**config.mk**
```make
export PLATFORM = sky130hd
export DESIGN_NAME = divider_sync_control
export DESIGN_NICKNAME = d
export VERILOG_FILES = /design/src/design/sync_ctrl_pkg.sv /design/src/design/divider_sync_control.sv
export SDC_FILE = /design/constraint.sdc
export NUM_CORES = 1
export LEC_CHECK = 0
export BUFFER_PORTS_ARGS = -buffer_cell sky130_fd_sc_hd__buf_2
export CELL_PAD_IN_SITES_DETAIL_PLACEMENT = 0
export CELL_PAD_IN_SITES_GLOBAL_PLACEMENT = 2
export CORE_MARGIN = 3
export CORE_UTILIZATION = 34
export DETAILED_ROUTE_END_ITERATION = 8
export GPL_ROUTABILITY_DRIVEN = 1
export MAX_ROUTING_LAYER = met4
export PLACE_DENSITY = 0.75
export SLEW_MARGIN = 0
export SYNTH_ARGS = -nofsm -noshare
export SYNTH_HDL_FRONTEND = slang
export SYNTH_SLANG_ARGS = --single-unit
```
**constraint.sdc**
```tcl
create_clock -name i_ref_clk -period 1.8 [get_ports i_ref_clk]
set_clock_uncertainty 0.05 [all_clocks]
set_input_delay 0.27 -clock i_ref_clk [delete_from_list [all_inputs] [get_ports i_ref_clk]]
set_output_delay 0.27 -clock i_ref_clk [all_outputs]
set_load 0.05 [all_outputs]
```
**src/design/sync_ctrl_pkg.sv**
```systemverilog
// Constants, the port state type and register layout for the divider sync control block.
// Assumes a single sample-clock domain and a three-wire serial host port.
package sync_ctrl_pkg;

  // Serial port framing.
  localparam int unsigned INSTR_BITS   = 16;
  localparam int unsigned DATA_BITS    = 8;
  localparam int unsigned ADDR_BITS    = 13;
  localparam int unsigned RW_BIT       = 15;
  localparam logic [4:0]  INSTR_LAST   = 5'h0F;
  localparam logic [4:0]  DATA_LAST    = 5'h07;

  // Sync control register.
  localparam logic [12:0] ADDR_SYNC_CTRL = 13'h003A;
  localparam logic [7:0]  SYNC_CTRL_RST  = 8'h00;
  localparam int unsigned MAIN_EN_BIT    = 0;
  localparam int unsigned DIV_SYNC_BIT   = 1;
  localparam int unsigned NEXT_ONLY_BIT  = 2;
  localparam int unsigned CTRL_USED      = 3;
  localparam logic [7:0]  UNMAPPED_RD    = 8'h00;

  typedef enum logic [3:0] {
    ST_IDLE  = 4'b0001,
    ST_INSTR = 4'b0010,
    ST_DATA  = 4'b0100,
    ST_DONE  = 4'b1000
  } port_state_e;

endpackage : sync_ctrl_pkg

```
**src/design/divider_sync_control.sv**
```systemverilog
// Sync control register, its three-wire serial access port and the sync pulse gate.
// Assumes serial port pins and the sync input are synchronous to i_ref_clk.
//
// Functional notes
// - All sync functions stay off unless the main sync enable bit is set.
// - Pulses reach the divider only while divider sync and main enables are high.
// - In one-shot mode only the first pulse realigns the divider.
// - One-shot mode clears the divider sync enable bit after it realigns.
`timescale 1ns/1ps

module divider_sync_control
  import sync_ctrl_pkg::*;
(
  // Clock and reset.
  input  wire logic i_ref_clk,
  input  wire logic i_rst_n,
  // Three-wire serial port.
  input  wire logic i_sclk,
  input  wire logic i_csb_n,
  input  wire logic i_sdio,
  output logic      o_sdio,
  output logic      o_sdio_oe,
  // Sync input and divider side.
  input  wire logic i_sync,
  output logic      o_sync_buf_en,
  output logic      o_div_realign
);

  typedef struct packed {
    port_state_e     state;
    logic [4:0]      bit_cnt;
    logic [15:0]     instr;
    logic [7:0]      data;
    logic [7:0]      rd_shift;
    logic            sclk_q;
    logic            sync_q;
    logic            main_en;
    logic            div_sync_en;
    logic            next_only;
    logic            realign;
    logic            sdio_out;
    logic            sdio_oe;
  } state_s;

  state_s cur;
  state_s next_cur;

  // Returns the read-back value of an address; only the low control bits exist.
  function automatic logic [7:0] read_value(input logic [12:0] addr,
                                            input logic [2:0]  ctrl);
    logic [7:0] val;
    val = UNMAPPED_RD;
    if (addr == ADDR_SYNC_CTRL) begin
      val = {{(DATA_BITS - CTRL_USED){1'b0}}, ctrl};
    end
    return val;
  endfunction : read_value

  logic        sclk_rise;
  logic        sclk_fall;
  logic        sync_rise;
  logic        sync_go;
  logic        wr_ctrl;
  logic [15:0] instr_full;
  logic [7:0]  wdata_full;
  logic [2:0]  ctrl_now;

  // The host clock is oversampled by the reference clock, so each host clock
  // phase must last at least one reference clock or an edge is lost.
  assign sclk_rise  = i_sclk & ~cur.sclk_q;
  assign sclk_fall  = ~i_sclk & cur.sclk_q;
  assign instr_full = {cur.instr[INSTR_BITS-2:0], i_sdio};
  assign wdata_full = {cur.data[DATA_BITS-2:0], i_sdio};
  assign ctrl_now   = {cur.next_only, cur.div_sync_en, cur.main_en};
  // The sync input is looked at only while the main buffer is on.
  assign sync_rise  = i_sync & cur.main_en & ~cur.sync_q;
  assign sync_go    = sync_rise & cur.div_sync_en;
  assign wr_ctrl    = ~i_csb_n && (cur.state == ST_DATA) && sclk_rise
                      && (cur.bit_cnt == DATA_LAST) && ~cur.instr[RW_BIT]
                      && (cur.instr[ADDR_BITS-1:0] == ADDR_SYNC_CTRL);

  always_comb begin
    next_cur          = cur;
    next_cur.sclk_q   = i_sclk;
    next_cur.sync_q   = i_sync & cur.main_en;
    next_cur.realign  = 1'b0;

    if (sync_go) begin
      next_cur.realign = 1'b1;
      if (cur.next_only) begin
        // Later pulses find the gate closed, so only the first one counts.
        next_cur.div_sync_en = 1'b0;
      end
    end

    // Serial frame: sixteen instruction bits, then one data byte, both MSB first.
    // Raising the chip select abandons the frame and releases the data pin.
    if (i_csb_n) begin
      next_cur.state   = ST_IDLE;
      next_cur.bit_cnt = '0;
      next_cur.sdio_oe = 1'b0;
    end else begin
      case (cur.state)
        ST_IDLE, ST_INSTR: begin
          next_cur.state = ST_INSTR;
          if (sclk_rise) begin
            next_cur.instr   = instr_full;
            next_cur.bit_cnt = cur.bit_cnt + 5'h01;
            if (cur.bit_cnt == INSTR_LAST) begin
              next_cur.state    = ST_DATA;
              next_cur.bit_cnt  = '0;
              next_cur.rd_shift = read_value(instr_full[ADDR_BITS-1:0], ctrl_now);
            end
          end
        end
        ST_DATA: begin
          if (sclk_fall && cur.instr[RW_BIT]) begin
            next_cur.sdio_out = cur.rd_shift[DATA_BITS-1];
            next_cur.rd_shift = {cur.rd_shift[DATA_BITS-2:0], 1'b0};
            next_cur.sdio_oe  = 1'b1;
          end
          if (sclk_rise) begin
            next_cur.data    = wdata_full;
            next_cur.bit_cnt = cur.bit_cnt + 5'h01;
            if (cur.bit_cnt == DATA_LAST) begin
              next_cur.state = ST_DONE;
            end
          end
          if (wr_ctrl) begin
            // A host write overrides a same-cycle one-shot clear; upper bits are dropped.
            next_cur.main_en     = wdata_full[MAIN_EN_BIT];
            next_cur.div_sync_en = wdata_full[DIV_SYNC_BIT];
            next_cur.next_only   = wdata_full[NEXT_ONLY_BIT];
          end
        end
        ST_DONE: begin
          if (sclk_fall) begin
            next_cur.sdio_oe = 1'b0;
          end
        end
        default: begin
          next_cur.state = ST_IDLE;
        end
      endcase
    end

    // Reset is applied last so that it overrides every update above.
    // The control bits return to their default, which keeps the sync path off.
    if (!i_rst_n) begin
      next_cur             = '0;
      next_cur.state       = ST_IDLE;
      next_cur.main_en     = SYNC_CTRL_RST[MAIN_EN_BIT];
      next_cur.div_sync_en = SYNC_CTRL_RST[DIV_SYNC_BIT];
      next_cur.next_only   = SYNC_CTRL_RST[NEXT_ONLY_BIT];
    end
  end

  always_ff @(posedge i_ref_clk) begin
    cur <= next_cur;
  end

  assign o_sdio        = cur.sdio_out;
  assign o_sdio_oe     = cur.sdio_oe;
  assign o_sync_buf_en = cur.main_en;
  assign o_div_realign = cur.realign;
endmodule : divider_sync_control

```
==> qor.yml <==
synthesis:
  synth_ff_type: "dfxtp_1"
  synth_edf_count: 0
  synth.area.mux_share: 0.1002
  synthSimpleGateAreaFrac: 0.2558
  synthCells: 206
  ys_seq_area_frac: 0.4535
  yosys.area_share.adder: 0.01978
  ys_ff_latch: 43
  synth_top_family_by_area: "simple AND/OR/NAND/NOR gates"
  ys_types: 46
  syn_area_um2: 1898
  syn_nets: 215
  yosysWarnings: 0
  synth_compound_area_frac: 0.1213
  async_reset_ff_frac: 0
  syn_area_per_cell_um2: 9.214
  synthXorXnorAreaFrac: 0.004614
final_layout:
  layout-drive-gt1-share: 0.3165
  antenna_cells: 0
  syn_to_final_growth_pct: 28.08
  layout.nets: 246
  fillers: 532
global_route:
  grt_pass1_wl_um: 7610
  grt_max_degree: 26
  overflow: 0
  grt.busiest_layer: "met2"
  grtUsageMet1: 0.1808
  grt_util_all_layers: 0.1551
  use_met2: 0.2608
  grt_pass1_vias: 1644
  antenna_found_initial: 0
  met3_usage: 0.04148
clock_tree:
  cts.sinks: 43
  htreeDepth: 2
  clock_tree.root_cell: "clkbuf_8"
  clkLatencyLatePin_ps: 290
  clock_path_buffers: 2
  ctsHoldBuffers: 0
  tritoncts: "done"
  cts_buffers: 5
  clkSlewWorstSetupHoldPaths_ps: 80
worst_setup_path:
  arrival_ps: 1980
  cp_max_fo: 6
  crit_buf_inv: 1
  cpPeakStageDelay_ps: 590
  cp_top_family: "simple AND/OR/NAND/NOR gates"
  path_class: "reg2reg"
  critical_path.startpoint_type: "flip-flop"
  cp_common_cell: "ha_4"
  slowest_stage: "or4_4"
  crit_chain: "ha_4 -> and3_4 -> ha_4 -> inv_2 -> or4_4 -> a211oi_2"
  required_ps: 1960
  worstSetupEndpointType: "flip-flop"
worst_hold_path:
  hp-class: "in2reg"
timing:
  finalSetupViolCount: 3
  hold_slack_ps: 200.6
  maxSlewViolCount: 0
  fin_crit_ps: 1819
  fin_tns_setup_ps: -43.54
  max_freq_ghz: 0.5498
  maxSlewHeadroom: 0.5654
  grt_setup_unrepaired: "true"
  worst_pin_slew_ps: 642.9
  hold_viol: 0
  setup_slack_ps: -18.71
  finalCritPeriodShare: 1.010
routing:
  wirelength_um: 4456
  wl_per_cell_um: 14.51
  viasPerCell: 5.274
  drt-initial-drc-count: 76
  remaining_drc_errors: 0
  vias: 1619
  firstDrtPassIters: 4
  ant_nets: 0
die:
  core.rowCount: 26
  die_h_um: 80.72
  core_region_area_um2: 5238
  dieArea_um2: 6515
  design.portCount: 10
  start_util: 0.3624
  die_x_um: 80.72
outcome:
  violations: "negative setup slack"
  status: "finished with violations"
power_and_ir_drop:
  intPower_w: 0.001434
  p_leak_nw: 0.8827
  seqPwrFrac: 0.526
  peakVddDrop_uv: 398.4
  clkPwrFrac: 0.391
  sw_frac_of_total: 0.2221
  comb_power_share: 0.083
  p_switching_w: 0.0004093
  cellPowerDensity_nw_per_um2: 758.1
place:
  gp_congestion: 0.8616
  io_buffers: 9
  hpwl_um: 3105
  dp_slack_ps: -79.03
run:
  drv_cap: 0
stage by stage:
step	util	power (W)	instances	instance area, µm²
2_1_floorplan	-	0.001078	206	1933
6_report	0.4642	0.001843	307	2431
5_1_grt	0.4642	0.001935	307	2431
3_5_place_dp	0.4157	0.001131	295	2177
3_3_place_gp	0.4157	0.001129	295	2177
4_1_cts	0.4451	0.001862	302	2331
Yosys cell counts (2+ instances only):
library cell	count	area share
a21oi_1	11	0.029
a311oi_1	3	0.014
a31oi_1	2	0.0066
and3_1	3	0.0099
buf_2	2	0.0053
clkbuf_1	9	0.018
dfxtp_1	43	0.45
ha_1	3	0.020
inv_1	5	0.0099
mux2i_1	19	0.10
nand2_1	14	0.028
nand2b_1	2	0.0066
nand3_1	11	0.029
nor2_1	24	0.047
nor2b_1	2	0.0066
nor3_1	4	0.011
nor4b_1	2	0.0092
o211ai_1	2	0.0079
o21ai_0	7	0.018
o21ai_1	3	0.0079
o22ai_1	6	0.020
or3_1	2	0.0066
or4_1	2	0.0079
or4bb_1	3	0.018
metal layers:
metal | wire (µm) | part of all wire
met1 | 2025 | 0.45
met2 | 2239 | 0.50
met3 | 157 | 0.035
met4 | 32 | 0.0072
met5 | 0 | 0
cell type report:
class	instances	area [µm²]	share of cell area
Inverter	6	22.52	0.009264
Multi-Input combinational cell	144	1085	0.4462
Tap cell	70	87.58	0.03603
Sequential cell	43	865.8	0.3562
Timing Repair Buffer	37	267.8	0.1101
Clock inverter	1	30.03	0.01235
Clock buffer	6	72.57	0.02985
path summary, 6_finish.rpt:
check / startpoint / endpoint / slack [ps] / depth (start not counted)
max: cur[41] / cur[47] / -20 / 6
min: i_sclk / cur[7] / 200 / 3
max reg2reg: cur[41] / cur[47] / -20 / 6
min reg2reg: cur[37] / cur[38] / 410 / 2
power by group through the flow:
stage	logic (W)	registers, W	clock network (W)
2_1_floorplan	0.0000875	0.000991	0
3_3_place_gp	0.000138	0.000991	0
3_5_place_dp	0.000139	0.000992	0
4_1_cts	0.000143	0.000969	0.000750
5_1_grt	0.000168	0.000972	0.000795
6_report	0.000152	0.000970	0.000721
layout by cell type, fill, tap and decap left out, types with 3 or more instances in the layout:
| cell type | netlist | layout |
|---|---|---|
| dfxtp_1 | 43 | 39 |
| a21oi_1 | 11 | 11 |
| nand3_1 | 11 | 9 |
| or4_4 | 1 | 3 |
| nand2_1 | 14 | 11 |
| buf_2 | 2 | 9 |
| nor3_1 | 4 | 4 |
| mux2i_1 | 19 | 19 |
| o21ai_0 | 7 | 6 |
| nand2_2 | 0 | 3 |
| o22ai_1 | 6 | 6 |
| buf_4 | 1 | 27 |
| nor2_1 | 24 | 23 |
| dfxtp_2 | 0 | 4 |
| inv_1 | 5 | 4 |
| clkbuf_8 | 0 | 5 |
cell families (layout without fill, tap and decap cells):
kind of cell             count (synthesis)  in the layout
AO/OA/AOI/OAI                           38             38
adder cells (fa/ha/maj)                  3              3
flip-flops                              43             43
XOR/XNOR                                 1              1
buffers and inverters                   19             50
multiplexers                            19             19
AND/OR/NAND/NOR                         83             83
registers in the layout (all words and copies together), names as in the netlist:
name,flops
cur,37
ctrl_now,2
o_div_realign,1
o_sdio,1
o_sdio_oe,1
o_sync_buf_en,1
what timing repair did:
item / 4_1_cts / 5_1_grt
gates cloned: 0 / 0
resized for setup: 10 / 15
pin swaps: 5 / 5
setup endpoints to repair: 9 / 16
endpoints found under the hold margin: 0 / 0
buffers inserted: 0 / 5
worst register-to-register path, cell delays in order (launching register included):
cell,delay (ps)
dfxtp_2,360
ha_4,140
and3_4,210
ha_4,150
inv_2,30
or4_4,590
a211oi_2,220
No activity file was read; power rests on OpenSTA's default activity.
